$ cat config.mk
export PLATFORM = sky130hd
export DESIGN_NAME = autodetect_selector
export DESIGN_NICKNAME = d
export VERILOG_FILES = /design/src/design/autodetect_pkg.sv /design/src/design/autodetect_selector.sv /design/src/design/source_tracker.sv
export SDC_FILE = /design/constraint.sdc
export NUM_CORES = 1
export LEC_CHECK = 0
export ABC_AREA = 1
export BUFFER_PORTS_ARGS = -buffer_cell sky130_fd_sc_hd__buf_2
export CORE_ASPECT_RATIO = 1.25
export CORE_MARGIN = 2
export CORE_UTILIZATION = 37
export CTS_CLUSTER_DIAMETER = 120
export DETAILED_ROUTE_END_ITERATION = 6
export GPL_ROUTABILITY_DRIVEN = 0
export HOLD_SLACK_MARGIN = 0.06
export PLACE_DENSITY = 0.59
export REMOVE_ABC_BUFFERS = 1
export SLEW_MARGIN = 5
export SYNTH_ARGS = -nofsm -noshare
export SYNTH_HDL_FRONTEND = slang
export SYNTH_SLANG_ARGS = --single-unit
$ cat constraint.sdc
create_clock -name hclk -period 6.9 [get_ports hclk]
set_clock_uncertainty 0.05 [all_clocks]
set_input_delay 1.035 -clock hclk [delete_from_list [all_inputs] [get_ports hclk]]
set_output_delay 1.035 -clock hclk [all_outputs]
set_load 0.02 [all_outputs]
$ cat src/design/autodetect_pkg.sv
// Constants and register map of the component autodetect selector
package autodetect_pkg;

  // ----------------------------------------------------------------
  // Register byte offsets
  // ----------------------------------------------------------------
  localparam logic [7:0] ADDR_CTRL = 8'h00;
  localparam logic [7:0] ADDR_LIMITS = 8'h04;
  localparam logic [7:0] ADDR_OVERRIDE = 8'h08;
  localparam logic [7:0] ADDR_STATUS = 8'h0C;
  localparam logic [7:0] ADDR_COUNTS = 8'h10;
  localparam logic [7:0] ADDR_DIAG = 8'h14;

  // ----------------------------------------------------------------
  // Field positions
  // ----------------------------------------------------------------
  localparam int CTRL_NEW_VARIANT = 0;
  localparam int CTRL_COOLANT_USED = 1;
  localparam int CTRL_REARM = 2;
  localparam int LIM_LEVEL_LSB = 0;
  localparam int LIM_THROTTLE_LSB = 8;
  localparam int OVR_EN_LSB = 0;
  localparam int OVR_RETARDER = 4;
  localparam int OVR_LEVEL = 5;
  localparam int OVR_THROTTLE_LSB = 8;
  localparam int OVR_COOLANT_LSB = 10;
  localparam int DIAG_NO_THROTTLE = 0;
  localparam int DIAG_NO_COOLANT = 1;

  // ----------------------------------------------------------------
  // Reset values
  // ----------------------------------------------------------------
  localparam logic [2:0] CTRL_RESET = 3'h1;
  localparam logic [7:0] LIMIT_RESET = 8'h32;
  localparam logic [11:0] OVERRIDE_RESET = 12'h000;

  // ----------------------------------------------------------------
  // Start counts and timing
  // ----------------------------------------------------------------
  localparam int CONSEC_STARTS = 5;
  localparam logic [1:0] RETARDER_CONSEC = 2'h3;
  localparam logic [3:0] THROTTLE_COUNTDOWN = 4'hF;
  localparam logic [7:0] FIRST_PERIOD = 8'h18;
  localparam logic [7:0] LONG_PERIOD = 8'h19;
  localparam int WINDOW_S = 30;
  localparam int CLK_HZ = 100_000_000;
  localparam longint WINDOW_CYCLES = longint'(WINDOW_S) * longint'(CLK_HZ);

  // Source codes; bit order of source vectors is analog, J1939, J1587
  localparam logic [1:0] SRC_NONE = 2'h0;
  localparam logic [1:0] SRC_ANALOG = 2'h1;
  localparam logic [1:0] SRC_J1939 = 2'h2;
  localparam logic [1:0] SRC_J1587 = 2'h3;

  // Highest priority first: J1939, J1587, analog
  function automatic logic [1:0] pick_source(input logic [2:0] v);
    if (v[1])
      pick_source = SRC_J1939;
    else if (v[2])
      pick_source = SRC_J1587;
    else if (v[0])
      pick_source = SRC_ANALOG;
    else
      pick_source = SRC_NONE;
  endfunction : pick_source

  // Return line one-hot to build level index (level minus one)
  function automatic logic [3:0] decode_level(input logic [7:0] r);
    logic [3:0] idx;
    idx = 4'h8;
    for (int i = 0; i < 8; i++)
    begin
      if (r == (8'h01 << i))
        idx = 4'(i);
    end
    decode_level = idx;
  endfunction : decode_level

endpackage : autodetect_pkg

$ cat src/design/autodetect_selector.sv
// Component autodetect selector with AHB-Lite register slave
`timescale 1ns/10ps

module autodetect_selector #(
  parameter longint WINDOW_CYCLES = autodetect_pkg::WINDOW_CYCLES
) (
  input wire logic hclk,                    // Clock, 100 MHz
  input wire logic hresetn,                 // Power-up reset, active low
  input wire logic hsel,                    // AHB select
  input wire logic [31:0] haddr,            // AHB address
  input wire logic [1:0] htrans,            // AHB transfer type
  input wire logic hwrite,                  // AHB write
  input wire logic [2:0] hsize,             // AHB size
  input wire logic hready,                  // AHB ready in
  input wire logic [31:0] hwdata,           // AHB write data
  output logic [31:0] hrdata,               // AHB read data
  output logic hreadyout,                   // AHB ready out
  output logic hresp,                       // AHB response, always OKAY
  input wire logic engine_start,            // Engine start event pulse
  input wire logic retarder_seen,           // Retarder solenoid sensed
  input wire logic level_seen,              // Fluid level sensor sensed
  input wire logic [2:0] throttle_seen,     // Analog, J1939, J1587 throttle
  input wire logic [2:0] coolant_seen,      // Analog, J1939, J1587 coolant
  input wire logic [7:0] level_return,      // Build level wire return lines
  output logic retarder_enable,             // Retarder in use
  output logic level_diag_enable,           // Fluid level diagnostics allowed
  output logic [1:0] throttle_source,       // Active throttle source
  output logic [1:0] coolant_source,        // Active coolant source
  output logic [2:0] build_level_index,     // Calibration selected
  output logic autodetect_busy              // Some detection still running
);
  import autodetect_pkg::*;

  // ----------------------------------------------------------------
  // AHB-Lite slave
  // ----------------------------------------------------------------
  logic wr_pend_q;
  logic rd_pend_q;
  logic [7:0] addr_q;
  logic [2:0] ctrl_q;
  logic [7:0] lim_level_q;
  logic [7:0] lim_thr_q;
  logic [11:0] ovr_q;
  logic [1:0] diag_q;
  logic [31:0] rd_mux;

  wire addr_phase = hsel && hready && htrans[1];
  wire wr_now = wr_pend_q;
  wire wr_ctrl = wr_now && (addr_q == ADDR_CTRL);
  wire wr_lim = wr_now && (addr_q == ADDR_LIMITS);
  wire wr_ovr = wr_now && (addr_q == ADDR_OVERRIDE);
  wire wr_diag = wr_now && (addr_q == ADDR_DIAG);
  wire rearm = wr_ctrl && hwdata[CTRL_REARM];
  wire new_variant = ctrl_q[CTRL_NEW_VARIANT];

  always_ff @(posedge hclk or negedge hresetn)
  begin
    if (!hresetn)
    begin
      wr_pend_q <= 1'b0;
      rd_pend_q <= 1'b0;
      addr_q <= 8'h00;
      hreadyout <= 1'b1;
      hrdata <= 32'h0000_0000;
      hresp <= 1'b0;
    end
    else
    begin
      // Reads take one wait state so a preceding write is always visible
      wr_pend_q <= addr_phase && hwrite;
      rd_pend_q <= addr_phase && !hwrite;
      if (addr_phase)
        addr_q <= {haddr[7:2], 2'b00};
      hreadyout <= !(addr_phase && !hwrite);
      // Only OKAY is ever answered, still from a flop
      hresp <= 1'b0;
      if (rd_pend_q)
        hrdata <= rd_mux;
    end
  end

  always_ff @(posedge hclk or negedge hresetn)
  begin
    if (!hresetn)
    begin
      ctrl_q <= CTRL_RESET;
      lim_level_q <= LIMIT_RESET;
      lim_thr_q <= LIMIT_RESET;
      ovr_q <= OVERRIDE_RESET;
    end
    else
    begin
      if (wr_ctrl)
        ctrl_q <= {1'b0, hwdata[CTRL_COOLANT_USED:CTRL_NEW_VARIANT]};
      if (wr_lim)
      begin
        lim_level_q <= hwdata[LIM_LEVEL_LSB +: 8];
        lim_thr_q <= hwdata[LIM_THROTTLE_LSB +: 8];
      end
      if (wr_ovr)
        ovr_q <= hwdata[11:0];
    end
  end

  // ----------------------------------------------------------------
  // Detection window
  // ----------------------------------------------------------------
  localparam logic [31:0] WIN_LAST = 32'(WINDOW_CYCLES - 1);
  logic in_win_q;
  logic [31:0] win_cnt_q;
  logic ret_acc_q;
  logic lvl_acc_q;
  logic [2:0] thr_acc_q;
  logic [2:0] cool_acc_q;
  logic [7:0] ret_line_q;
  logic commit_q;
  logic commit2_q;
  logic [7:0] starts_q;

  wire win_end = in_win_q && (win_cnt_q == WIN_LAST);
  wire [7:0] start_n = (starts_q == 8'hFF) ? starts_q : starts_q + 8'h01;

  always_ff @(posedge hclk or negedge hresetn)
  begin
    if (!hresetn)
    begin
      in_win_q <= 1'b0;
      win_cnt_q <= 32'h0000_0000;
      ret_acc_q <= 1'b0;
      lvl_acc_q <= 1'b0;
      thr_acc_q <= 3'h0;
      cool_acc_q <= 3'h0;
      ret_line_q <= 8'h00;
      commit_q <= 1'b0;
      commit2_q <= 1'b0;
    end
    else
    begin
      commit_q <= win_end;
      commit2_q <= commit_q;
      if (engine_start && !in_win_q)
      begin
        // A start during an open window is the same start
        in_win_q <= 1'b1;
        win_cnt_q <= 32'h0000_0000;
        ret_acc_q <= retarder_seen;
        lvl_acc_q <= level_seen;
        thr_acc_q <= throttle_seen;
        cool_acc_q <= coolant_seen;
        ret_line_q <= level_return;
      end
      else if (in_win_q)
      begin
        win_cnt_q <= win_cnt_q + 32'h0000_0001;
        in_win_q <= !win_end;
        ret_acc_q <= ret_acc_q | retarder_seen;
        lvl_acc_q <= lvl_acc_q | level_seen;
        thr_acc_q <= thr_acc_q | throttle_seen;
        cool_acc_q <= cool_acc_q | coolant_seen;
        ret_line_q <= ret_line_q | level_return;
      end
    end
  end

  // ----------------------------------------------------------------
  // Start counter, retarder, level sensor, build level
  // ----------------------------------------------------------------
  logic ret_done_q;
  logic ret_present_q;
  logic [1:0] ret_consec_q;
  logic lvl_done_q;
  logic lvl_present_q;
  logic [2:0] level_q;

  wire [7:0] lvl_limit = (lim_level_q > FIRST_PERIOD) ? lim_level_q : FIRST_PERIOD;
  wire [3:0] level_dec = decode_level(ret_line_q);
  wire [1:0] ret_consec_n = ret_acc_q ? ret_consec_q + 2'h1 : 2'h0;

  always_ff @(posedge hclk or negedge hresetn)
  begin
    if (!hresetn)
    begin
      starts_q <= 8'h00;
      ret_done_q <= 1'b0;
      ret_present_q <= 1'b0;
      ret_consec_q <= 2'h0;
      lvl_done_q <= 1'b0;
      lvl_present_q <= 1'b0;
      level_q <= 3'h0;
    end
    else if (rearm)
    begin
      starts_q <= 8'h00;
      ret_done_q <= 1'b0;
      ret_consec_q <= 2'h0;
      lvl_done_q <= 1'b0;
    end
    else if (commit_q)
    begin
      starts_q <= start_n;
      if (!ret_done_q && new_variant)
      begin
        ret_consec_q <= ret_consec_n;
        if (ret_consec_n == RETARDER_CONSEC)
        begin
          ret_done_q <= 1'b1;
          ret_present_q <= 1'b1;
        end
        else if (start_n >= LONG_PERIOD)
        begin
          ret_done_q <= 1'b1;
          ret_present_q <= 1'b0;
        end
      end
      else if (!ret_done_q && (start_n == FIRST_PERIOD))
      begin
        ret_done_q <= 1'b1;
        ret_present_q <= ret_acc_q;
      end
      if (!lvl_done_q && lvl_acc_q)
      begin
        lvl_done_q <= 1'b1;
        lvl_present_q <= 1'b1;
      end
      else if (!lvl_done_q && (start_n >= lvl_limit))
      begin
        lvl_done_q <= 1'b1;
        lvl_present_q <= 1'b0;
      end
      // Unconnected or shorted level wire keeps the prior calibration
      if ((start_n <= LONG_PERIOD) && !level_dec[3])
        level_q <= level_dec[2:0];
    end
  end

  // ----------------------------------------------------------------
  // Throttle and coolant sources
  // ----------------------------------------------------------------
  logic [2:0] thr_flags;
  logic [2:0] cool_flags;
  logic thr_done_q;
  logic thr_cd_run_q;
  logic [3:0] thr_cd_q;
  logic [1:0] thr_src_q;
  logic cool_done_q;
  logic [1:0] cool_src_q;

  source_tracker #(.N(3), .THRESH(CONSEC_STARTS)) u_thr (
    .hclk(hclk),
    .hresetn(hresetn),
    .clear(rearm),
    .commit(commit_q && !thr_done_q && new_variant),
    .seen(thr_acc_q),
    .flags(thr_flags)
  );

  source_tracker #(.N(3), .THRESH(CONSEC_STARTS)) u_cool (
    .hclk(hclk),
    .hresetn(hresetn),
    .clear(rearm),
    .commit(commit_q && !cool_done_q),
    .seen(cool_acc_q),
    .flags(cool_flags)
  );

  wire [1:0] thr_best = (|thr_flags) ? pick_source(thr_flags) : pick_source(thr_acc_q);
  wire [1:0] cool_best = (|cool_flags) ? pick_source(cool_flags) : pick_source(cool_acc_q);
  wire [7:0] cool_end = new_variant ? LONG_PERIOD : FIRST_PERIOD;
  wire thr_datalink = thr_acc_q[1] || thr_acc_q[2];
  wire old_thr_limit = (starts_q >= FIRST_PERIOD) && (starts_q >= lim_thr_q);

  always_ff @(posedge hclk or negedge hresetn)
  begin
    if (!hresetn)
    begin
      thr_done_q <= 1'b0;
      thr_cd_run_q <= 1'b0;
      thr_cd_q <= 4'h0;
      thr_src_q <= SRC_NONE;
      cool_done_q <= 1'b0;
      cool_src_q <= SRC_NONE;
    end
    else if (rearm)
    begin
      thr_done_q <= 1'b0;
      thr_cd_run_q <= 1'b0;
      thr_cd_q <= 4'h0;
      cool_done_q <= 1'b0;
    end
    else if (commit2_q)
    begin
      if (!thr_done_q && new_variant)
      begin
        thr_src_q <= thr_best;
        if (thr_cd_run_q && (thr_cd_q == 4'h1))
        begin
          thr_done_q <= 1'b1;
          thr_src_q <= pick_source(thr_flags);
        end
        if (thr_cd_run_q)
          thr_cd_q <= thr_cd_q - 4'h1;
        else if (|thr_flags)
        begin
          // Otherwise no limit on the number of starts
          thr_cd_run_q <= 1'b1;
          thr_cd_q <= THROTTLE_COUNTDOWN;
        end
      end
      else if (!thr_done_q)
      begin
        if (thr_datalink || thr_acc_q[0])
        begin
          thr_done_q <= 1'b1;
          thr_src_q <= pick_source(thr_acc_q);
        end
        else if (old_thr_limit)
        begin
          thr_done_q <= 1'b1;
          thr_src_q <= SRC_NONE;
        end
      end
      if (!cool_done_q)
      begin
        cool_src_q <= cool_best;
        if (starts_q >= cool_end)
          cool_done_q <= 1'b1;
      end
    end
  end

  // ----------------------------------------------------------------
  // Diagnostic codes, sticky, write one to clear
  // ----------------------------------------------------------------
  wire set_26_00 = commit2_q && !thr_done_q && !new_variant && (thr_acc_q == 3'h0);
  wire set_26_11 = commit2_q && !cool_done_q && (starts_q >= cool_end) && (cool_best == SRC_NONE)
                   && ctrl_q[CTRL_COOLANT_USED];
  wire [1:0] diag_set = {set_26_11, set_26_00};
  wire [1:0] diag_clr = wr_diag ? hwdata[1:0] : 2'h0;

  always_ff @(posedge hclk or negedge hresetn)
  begin
    if (!hresetn)
      diag_q <= 2'h0;
    else
      diag_q <= (diag_q & ~diag_clr) | diag_set;
  end

  // ----------------------------------------------------------------
  // Effective settings, service overrides win
  // ----------------------------------------------------------------
  wire eff_ret = ovr_q[OVR_EN_LSB] ? ovr_q[OVR_RETARDER] : ret_present_q;
  wire eff_lvl = ovr_q[OVR_EN_LSB + 1] ? ovr_q[OVR_LEVEL] : lvl_present_q;
  wire [1:0] eff_thr = ovr_q[OVR_EN_LSB + 2] ? ovr_q[OVR_THROTTLE_LSB +: 2] : thr_src_q;
  wire [1:0] eff_cool = ovr_q[OVR_EN_LSB + 3] ? ovr_q[OVR_COOLANT_LSB +: 2] : cool_src_q;
  wire busy = !(ret_done_q && lvl_done_q && thr_done_q && cool_done_q);

  always_ff @(posedge hclk or negedge hresetn)
  begin
    if (!hresetn)
    begin
      retarder_enable <= 1'b0;
      level_diag_enable <= 1'b0;
      throttle_source <= SRC_NONE;
      coolant_source <= SRC_NONE;
      build_level_index <= 3'h0;
      autodetect_busy <= 1'b1;
    end
    else
    begin
      retarder_enable <= eff_ret;
      level_diag_enable <= eff_lvl;
      throttle_source <= eff_thr;
      coolant_source <= eff_cool;
      build_level_index <= level_q;
      autodetect_busy <= busy;
    end
  end

  // ----------------------------------------------------------------
  // Read mux
  // ----------------------------------------------------------------
  wire [31:0] rd_status = {16'h0000, 4'h0, cool_done_q, thr_done_q, lvl_done_q, ret_done_q,
                           cool_src_q, thr_src_q, 2'b00, lvl_present_q, ret_present_q};
  wire [31:0] rd_counts = {8'h00, thr_cd_run_q, 2'b00, level_dec[3], 1'b0, level_q,
                           4'h0, thr_cd_q, starts_q};

  assign rd_mux = (addr_q == ADDR_CTRL) ? {29'h0, 1'b0, ctrl_q[1:0]} :
                  (addr_q == ADDR_LIMITS) ? {16'h0000, lim_thr_q, lim_level_q} :
                  (addr_q == ADDR_OVERRIDE) ? {20'h00000, ovr_q} :
                  (addr_q == ADDR_STATUS) ? rd_status :
                  (addr_q == ADDR_COUNTS) ? rd_counts :
                  (addr_q == ADDR_DIAG) ? {30'h0, diag_q} : 32'h0000_0000;

endmodule : autodetect_selector

$ cat src/design/source_tracker.sv
// Per-source consecutive-detection counters and confidence flags
`timescale 1ns/10ps
module source_tracker #(
  parameter int N = 3,
  parameter int THRESH = autodetect_pkg::CONSEC_STARTS
) (
  input wire logic hclk,           // Clock
  input wire logic hresetn,        // Async reset, active low
  input wire logic clear,          // Re-arm, clears counts and flags
  input wire logic commit,         // One engine start completed
  input wire logic [N-1:0] seen,   // Sources seen during the window
  output logic [N-1:0] flags       // Confidence flags
);
  import autodetect_pkg::*;

  logic [2:0] cnt_q [N];

  for (genvar g = 0; g < N; g++)
  begin : g_src
    always_ff @(posedge hclk or negedge hresetn)
    begin
      if (!hresetn)
      begin
        cnt_q[g] <= 3'h0;
        flags[g] <= 1'b0;
      end
      else if (clear)
      begin
        cnt_q[g] <= 3'h0;
        flags[g] <= 1'b0;
      end
      else if (commit)
      begin
        // Streak breaks on a start without detection
        cnt_q[g] <= seen[g] ? ((cnt_q[g] == 3'(THRESH)) ? cnt_q[g] : cnt_q[g] + 3'h1) : 3'h0;
        if (seen[g] && (cnt_q[g] + 3'h1 >= 3'(THRESH)))
          flags[g] <= 1'b1;
      end
    end
  end

endmodule : source_tracker

[Word-level counts from Yosys, hierarchy flattened]
Cells that the tools add are included.
Storage, ports and cells
  bits in registers: 186
  input port bits: 91
  output and inout port bits: 44
  logic and storage cells: 355
Cells by class
  add/subtract/negate cells: 10
  order comparisons: 13
  equality and inequality tests: 34
  multiplexer cells: 140
  bitwise gates (word level): 10
  reductions and logical operators: 98
Operators with widths (count)
  24-bit 2-to-1 mux: 5
  3-bit 2-to-1 mux: 28
  32-bit 2-to-1 mux: 2
  1-bit 2-to-1 mux: 63
  4-bit 2-to-1 mux: 13
  8-bit 2-to-1 mux: 6
  2-bit 2-to-1 mux: 23
  1-bit logical AND: 38
  32-bit by 1-bit adder with 32-bit output (second input constant): 1
  32-bit equality test (second input constant): 1
  2-bit AND reduction: 16
  2-bit nonzero test: 15
  3-bit by 1-bit adder with 3-bit output (second input constant): 6
  3-bit equality test (second input constant): 6
  3-bit >= comparator (second input constant): 6
  3-bit inequality test (second input constant): 6
  8-bit by 5-bit equality test with 1-bit output (second input constant): 2
  8-bit equality test (second input constant): 2
  8-bit by 5-bit >= comparator with 1-bit output (second input constant): 2
  8-bit >= comparator: 2
  3-bit AND reduction: 5
  6-bit by 2-bit equality test with 1-bit output (second input constant): 2
  6-bit by 3-bit equality test with 1-bit output (second input constant): 2
  3-bit nonzero test: 4
  other kinds (33): 49

[Longest topological paths before layout]
Gate-level depths: netlist of run 1.
  depth in word-level cells: 14
  gate-level depth with buffers: 16
  mapped depth without buffers: 16

[Modules after synthesis]
Synthesis of run 1 repeated with hierarchy kept, for this count alone.
Second synthesis, totals
  cell total of the unflattened synthesis: 1240
  area, all modules: 9585.4 µm²
By module, submodules not included
  autodetect_selector: instances 1, cells each 1033, area each 8025.2 µm², seq. area each 3789.9 µm²
  source_tracker at u_cool: instances 1, cells each 113, area each 795.8 µm², seq. area each 300.3 µm²
  source_tracker at u_thr: instances 1, cells each 94, area each 764.5 µm², seq. area each 300.3 µm²

[Worst setup path before layout of run 1]
OpenSTA, ideal clock, no wires.
  path type: reg-to-reg
  from: register starts_q[1]
  to: register lvl_done_q
  setup time: 0.127 ns
  arrival time: 1.996 ns
  required time: 6.723 ns
  slack: 4.727 ns
  stages on the path, launching flop included: 15
  path buffers: 0
  period minus slack after synthesis: 2.173 ns
  path through: dfrtp_1 > ha_1 > inv_1 > nor2_4 > nand3_1 > nand2_2 > inv_1 > ha_1 > a21oi_1 > o21ai_0 > nand2_1 > nand3_1 > o21a_1 > nand3_1 > o21ai_0
On the way
  cells in the longest elaborated chain, start to end: 6
  elaborated cells on any way between the ends: 7
  those cells by class: 1 x add/sub; 1 x order compare; 1 x eq/ne; 1 x mux; 3 x reduce/logical
Ends and longest elaborated chain
  start: declaration: line autodetect_selector.sv:118  | logic [7:0] starts_q;
  start signal: assignment: line autodetect_selector.sv:200  | starts_q <= start_n;
  8-bit by 1-bit adder with 8-bit output or 8-bit equality test (tied branches): line autodetect_selector.sv:121  | wire [7:0] start_n = (starts_q == 8'hFF) ? starts_q : starts_q + 8'h01;
  8-bit 2-to-1 mux *: line autodetect_selector.sv:121
  8-bit >= comparator *: line autodetect_selector.sv:225  | else if (!lvl_done_q && (start_n >= lvl_limit))
  1-bit logical AND *: line autodetect_selector.sv:225
  3-bit nonzero test (no line) *
  2-bit AND reduction (no line) *
  end signal: assignment: line autodetect_selector.sv:196  | lvl_done_q <= 1'b0;
  end signal: assignment: line autodetect_selector.sv:222  | lvl_done_q <= 1'b1;
  end signal: assignment: line autodetect_selector.sv:227  | lvl_done_q <= 1'b1;
  end: declaration: line autodetect_selector.sv:171  | logic lvl_done_q;
Every way passes the cells marked *; elsewhere a longest branch is shown, timed or not.
A chain may end at the register's enable or synchronous reset.

[Final worst setup path of run 1]
  from: register addr_q[6]
  to: register lim_level_q[6]
On the way
  cells in the longest elaborated chain, start to end: 2
Ends and longest elaborated chain
  start: declaration: line autodetect_selector.sv:39  | logic [7:0] addr_q;
  start signal: assignment: line autodetect_selector.sv:73  | addr_q <= {haddr[7:2], 2'b00};
  6-bit by 1-bit equality test with 1-bit output: line autodetect_selector.sv:50  | wire wr_lim = wr_now && (addr_q == ADDR_LIMITS);
  1-bit logical AND: line autodetect_selector.sv:50
  end signal: assignment: line autodetect_selector.sv:97  | lim_level_q <= hwdata[LIM_LEVEL_LSB +: 8];
  end: declaration: line autodetect_selector.sv:41  | logic [7:0] lim_level_q;
Every way passes these cells.

==> results.txt, run 1 <==
----------------------------------------------------
[Outcome]
  Run status ... finished clean

[Die]
  Die outline width ... 146 microns
  Cell Rows ... 64
  Die Outline Area ... 26,300 sq um
  Total I/O pin count ... 135
  Area of the core ... 24,600 sq um
  Initial Utilization ... 37.7%
  Height of the chip ... 181 microns

[Route]
  Routed wire length ... 22,900 microns
  Drt first-iter violations ... 527
  Detailed-routing iteration count for the pre-antenna-repair pass ... 5
  Remaining number of nets flagged by the antenna check after routing ... 0
  Residual DRC ... 0
  WL per Instance ... 14.8 microns
  Vias ... 7,703
  Via density ... 4.99

[Clocking]
  Clk slew on worst S/H paths ... 0.07 ns
  Post-CTS setup-driven buffer insertion count ... 0
  Hold Buf Count CTS ... 0
  Number of clock sinks ... 175
  H-tree level count ... 4
  Post-CTS resize count ... 0
  Clock tree from TritonCTS ... built
  Number of buffers between clock root and the deepest sink ... 2
  Clock network latency to the later pin of the worst-skew pair ... 0.44 ns
  Total clock buffers created by CTS ... 17
  Clk root buf ... clkbuf_16

[Worst setup path]
  Category of the worst setup path capture point ... register
  Kind of start point of the critical path ... register
  Required time at the endpoint of the critical path ... 7.18 ns
  Setup crit start ... addr_q[6]
  Start-to-end type of the worst setup path ... register to register
  Critical path peak fanout ... 32
  Arrival time of the worst setup path ... 2.98 ns
  Register-to-Register Path Depth ... 7
  Startpoint of the worst-slack reg-to-reg timing path ... addr_q[6]

[Synthesis]
  Sequential fraction of the synthesis area ... 47.4%
  Warnings, synthesis ... 0
  Count of unique library cells instantiated by Yosys ... 49
  Gate count after technology mapping ... 1,127
  Proportion of register bits with asynchronous set or reset after synthesis ... 100%
  Ys flop type ... dfrtp_1
  Cell area after synthesis ... 9270 sq um
  Synthesized area divided by synthesized cell count ... 8.23 sq um
  Number of enable-type register cells in the synthesized netlist ... 0
  Share of the synthesized area in the top cell type ... 44.8%
  Top area cells in the synthesized netlist ... dfrtp_1 45%, nand2_1 9.1%, o21ai_0 7.2%
  Flip-flop and latch count after synthesis ... 175
  Largest area contributor in the synthesized netlist ... dfrtp_1

[Global routing]
  Pin count of the biggest net entering global routing ... 79
  Total routing usage reported by global routing ... 17.9%
  Number of global-route vias before repair ... 7,520
  Total global routing overflow ... 0
  Number of antenna violations at the first check in global routing ... 0
  Wire length of the first global-routing pass ... 37,700 microns

[Layout]
  Layout net count ... 1,331
  Area added between synthesis and finish ... 13.6%
  Share of cells above drive strength 1 ... 14.2%
  Antenna diodes ... 0

[Placement]
  HPWL reported at the end of detailed placement ... 17,200 microns
  Buffers added on ports ... 76

[Hold path]
  Class of the tightest hold or removal check ... register to register
  Hold wc startpoint ... commit_q
  Number of cells on the worst hold path ... 0

[Pwr]
  VDD IR max ... 0.000166 V
  Reported leakage power ... 5.35 nW
  Power density normalized to cell area ... 231 nW/um^2

[Timing]
  Total count of hold-check failures in the final report ... 0
  Setup repair after global routing missed its margin ... no
  Worst slack on hold paths ... 0.354 ns
  Final setup viols ... 0
  Highest clock rate ... 371 MHz
  Worst slew pin tran ... 0.929 ns
  Max-slew violation total from the final report ... 0
  Min Clock Period, post-route ... 2.70 ns
  Worst rel slew slack ... 37.9%
  Period utilization ... 39.1%
  Final total negative setup slack ... 0 ns

[Flow run]
  Total of max-cap violations ... 0

----------------------------------------------------
==> state kept, by name, summed over array words and instances, names as in the netlist, 4 cells and up <==
register / cells
win_cnt_q: 32
hrdata: 21
ovr_q: 12
u_cool.cnt_q: 9
u_thr.cnt_q: 9
lim_level_q: 8
lim_thr_q: 8
ret_line_q: 8
starts_q: 8
addr_q: 6
thr_cd_q: 4
==> layout make-up <==
| cell class | instances | area (sq um) |
|---|---|---|
| repair buffers | 80 | 417 |
| clock inverters | 12 | 138 |
| clock buffers | 20 | 457 |
| flip-flops and latches | 175 | 4390 |
| inverters | 156 | 586 |
| well taps | 330 | 413 |
| multi-input cells | 770 | 4130 |
| fillers | 2502 | 14100 |
==> kinds of logic (layout without fill, tap and decap cells) <==
kind of cell	after synthesis	in the layout	share of synthesized area, %
other	1	12	0.0404
XOR/XNOR	8	8	0.756
adder cells (fa/ha/maj)	40	40	5.40
flip-flops	175	175	47.4
AND/OR/NAND/NOR	454	454	22.1
buffers and inverters	193	268	8.53
multiplexers	6	6	0.729
AO/OA/AOI/OAI	250	250	15.1
==> routing by layer <==
layer / GRT usage (%) / share of wire [%] / vias up
li1: - / - / 3883
met5: 0 / 0 / -
met3: 3.81 / 4.1 / 38
met4: 6.35 / 2.6 / 0
met2: 32.0 / 51 / 166
met1: 21.1 / 42 / 3616
==> where the power goes <==
group / total, mW / internal [mW] / switching [mW]
clock network: 0.971 / 0.554 / 0.418
registers: 1.17 / 1.11 / 0.0684
logic: 0.284 / 0.103 / 0.181
==> through the flow <==
| stage | cell area, sq um | std cells | util (%) | setup slack (ns) | power (mW) |
|---|---|---|---|---|---|
| global placement | 9940 | 1511 | 40.4 | 4.18 | 1.47 |
| finish | 10500 | 1543 | 42.8 | 4.20 | 2.43 |
| floorplan | 9110 | 1101 | - | 4.64 | 1.37 |
| detailed placement | 9940 | 1511 | 40.4 | 4.14 | 1.48 |
| global route | 10500 | 1543 | 42.8 | 3.88 | 2.55 |
| CTS | 10500 | 1543 | 42.8 | 4.16 | 2.45 |
==> critical path: stages (launching register included) <==
cell	delay, ns
dfrtp_1	0.40
nor2_4	0.20
nand2_1	0.09
nor2_2	0.16
nand2_1	0.35
inv_2	0.33
nand2_1	0.60
o21ai_0	0.39
==> layout by cell type, fill, tap and decap left out, types with 23 or more instances in the layout <==
cell,count
nor2_1,72
a21oi_1,46
dfrtp_1,166
o21ai_0,134
nand3_1,71
ha_1,40
nand2_1,226
nand4_1,23
buf_2,75
inv_1,146
==> cell usage after synthesis (all sizes together), types with 17 or more instances <==
cell,n
o21ai,156
nand2,240
ha,40
nor2,86
nand4,23
a21oi,46
buf,20
clkbuf,17
nand3,75
nor3,18
dfrtp,166
inv,155
==> path summary, 6_finish.rpt <==
| path | end | slack, ns |
|---|---|---|
| max | lim_level_q[6] | 4.20 |
| min | commit2_q | 0.35 |
| max reg2reg | lim_level_q[6] | 4.20 |
| min reg2reg | commit2_q | 0.35 |
| max in group asynchronous | ctrl_q[1] | 5.05 |
| min in group asynchronous | hrdata[8] | 0.57 |
No activity file was read; power rests on OpenSTA's default activity.
==> run 2, diff against run 1 <==
==> constraint.sdc (replaced) <==
create_clock -name hclk -period 2.72 [get_ports hclk]
set_clock_uncertainty 0.05 [all_clocks]
set_input_delay 0.408 -clock hclk [delete_from_list [all_inputs] [get_ports hclk]]
set_output_delay 0.408 -clock hclk [all_outputs]
set_load 0.02 [all_outputs]
==> results.txt, run 2 (synthesis results as in run 1) <==
----------------------------------------------------
[Layout]
  Top reg by flops ... win_cnt_q
  Flip-flop count of the largest register after layout ... 32 (unchanged)
  Commonest non-fill, non-tap cell in the layout ... nand2_1
  Share of cells above drive strength 1 ... 15.0% (+0.84 points)
  Layout net count ... 1,343 (+0.90%)
  Area added between synthesis and finish ... 14.6%
  Registers with the most flip-flops ... win_cnt_q: 32 flops, hrdata: 21 flops, ovr_q: 12 flops
  Sequential cell area in the final layout ... 4390 sq um (unchanged)
  Combined area of the multi-input logic cells ... 4130 sq um (unchanged)
  Antenna diodes ... 0 (unchanged)
  Most used cells in the layout excluding fill and tap cells ... 226 x nand2_1, 166 x dfrtp_1, 146 x inv_1, 134 x o21ai_0, 75 x buf_2
  Number of filler instances in the final layout ... 2,503 (+0.040%)

[Timing]
  Final total negative setup slack ... 0 ns (unchanged)
  Setup repair after global routing missed its margin ... no
  Min Clock Period, post-route ... 2.39 ns (-0.307 ns)
  Max-slew violation total from the final report ... 0 (unchanged)
  Period utilization ... 87.9% (+49 points)
  Highest clock rate ... 418 MHz (+13%)
  Worst slew pin tran ... 0.944 ns (+0.0146 ns)
  Total count of hold-check failures in the final report ... 0 (unchanged)
  Worst rel slew slack ... 37.0% (-0.89 points)
  Final setup viols ... 0 (unchanged)

[Worst setup path]
  Critical path, cell by cell ... ha_1, inv_1, nor2_4, nand2_4, nand2_1, nand2_2, inv_1, ha_1, a21oi_1, o21ai_0, nand2_1, nand3_1, o21a_1, nand3_1, o21ai_0
  Required time at the endpoint of the critical path ... 2.98 ns (-4.20 ns)
  Start-to-end type of the worst setup path ... register to register
  Kind of start point of the critical path ... register
  Critical path's slowest cell ... dfrtp_1
  Critical path peak fanout ... 9 (-72%)
  Worst stage delay on the critical path ... 0.44 ns (-0.16 ns)
  Category of the worst setup path capture point ... register
  Bufs and invs on worst path ... 2 (+1)
  Kind of cell with the highest combined delay on the critical path ... simple AND/OR/NAND/NOR gates
  Arrival time of the worst setup path ... 2.66 ns (-0.32 ns)

[Die]
  Total I/O pin count ... 135 (unchanged)
  Height of the chip ... 181 microns (unchanged)
  Area of the core ... 24,600 sq um (unchanged)
  Die Outline Area ... 26,300 sq um (unchanged)
  Initial Utilization ... 37.7% (unchanged)
  Die outline width ... 146 microns (unchanged)
  Cell Rows ... 64 (unchanged)

[Route]
  WL per Instance ... 15.0 microns (+0.95%)
  Via density ... 4.94 (-1.1%)
  Detailed-routing iteration count for the pre-antenna-repair pass ... 5 (unchanged)
  Residual DRC ... 0 (unchanged)
  Routed wire length ... 23,300 microns (+1.7%)
  Remaining number of nets flagged by the antenna check after routing ... 0 (unchanged)
  Vias ... 7,680 (-0.30%)
  Drt first-iter violations ... 539 (+2.3%)

[Global routing]
  Total routing usage reported by global routing ... 18.2% (+0.33 points)
  Wire length of the first global-routing pass ... 38,400 microns (+1.9%)
  Number of antenna violations at the first check in global routing ... 0 (unchanged)
  Number of global-route vias before repair ... 7,481 (-0.52%)
  M2 GR Usage ... 32.1% (+0.076 points)
  Total global routing overflow ... 0 (unchanged)
  Global-route track usage on met1 ... 22.4% (+1.3 points)
  Met3 track utilization from global routing ... 2.88% (-0.93 points)
  Pin count of the biggest net entering global routing ... 74 (-6.3%)
  Most Used Layer, Global Route ... met2

[Clocking]
  Clock network latency to the later pin of the worst-skew pair ... 0.44 ns (about the same)
  Number of clock sinks ... 175 (unchanged)
  Post-CTS setup-driven buffer insertion count ... 0 (unchanged)
  H-tree level count ... 4 (unchanged)
  Hold Buf Count CTS ... 1 (+1)
  Total clock buffers created by CTS ... 17 (unchanged)
  Post-CTS resize count ... 0 (unchanged)
  Clk slew on worst S/H paths ... 0.07 ns (about the same)
  Clock tree from TritonCTS ... built
  Number of buffers between clock root and the deepest sink ... 2 (unchanged)
  Clk root buf ... clkbuf_16

[Pwr]
  Power density normalized to cell area ... 577 nW/um^2 (+150%)
  Overall power ... 6.13 mW (+150%)
  VDD IR max ... 0.000463 V (+180%)
  Reported leakage power ... 5.42 nW (+1.3%)

[Outcome]
  Run status ... finished clean

[Flow run]
  Total of max-cap violations ... 0 (unchanged)

[Hold path]
  Class of the tightest hold or removal check ... input pin to register

[Placement]
  HPWL reported at the end of detailed placement ... 17,600 microns (+2.6%)
  Buffers added on ports ... 76 (unchanged)

----------------------------------------------------
[run 2: metal layers]
layer,wire length [microns],part of all wire [%]
met1,9960,43
met2,11900,51
met3,757,3.3
met4,644,2.8
met5,0,0
[run 2: power by group]
part	leakage [nW]	total [mW]	internal [mW]	switching [mW]
Sequential	2.00	2.97	2.80	0.169
Combinational	3.14	0.737	0.271	0.467
Clock	0.286	2.42	1.25	1.17
[run 2: per-stage QoR]
step	worst slack [ns]	utilization [%]	hold slack, ns	cell area (sq um)	cells
after floorplan	0.535	-	0.0624	9110	1101
after global placement	0.375	40.8	0.342	10000	1522
after detailed placement	0.336	40.8	0.344	10000	1522
after CTS	0.320	43.2	0.0983	10600	1555
after global routing	0.131	43.2	0.105	10600	1555
final	0.328	43.2	0.117	10600	1555
[run 2: worst paths after layout]
| kind | end | slack [ns] | cells after the start | startpoint |
|---|---|---|---|---|
| min in group asynchronous | hrdata[11] | 0.50 | 2 | hresetn |
| worst max register to register | lvl_done_q | 0.33 | 15 | starts_q[0] |
| worst min register to register | build_level_index[2] | 0.36 | 0 | level_q[2] |
| max in group asynchronous | u_cool.cnt_q[2] | 1.37 | 3 | hresetn |
| worst min-delay path | rd_pend_q | 0.12 | 2 | hwrite |
| worst max-delay path | lvl_done_q | 0.33 | 15 | starts_q[0] |
[run 2: area by class of cell]
class,instances,share of cell area (%)
clock buffers,18,4.13
clock inverters,14,1.35
inverters,156,5.51
multi-input cells,770,38.9
flip-flops and latches,175,41.3
well taps,330,3.89
repair buffers,92,4.91
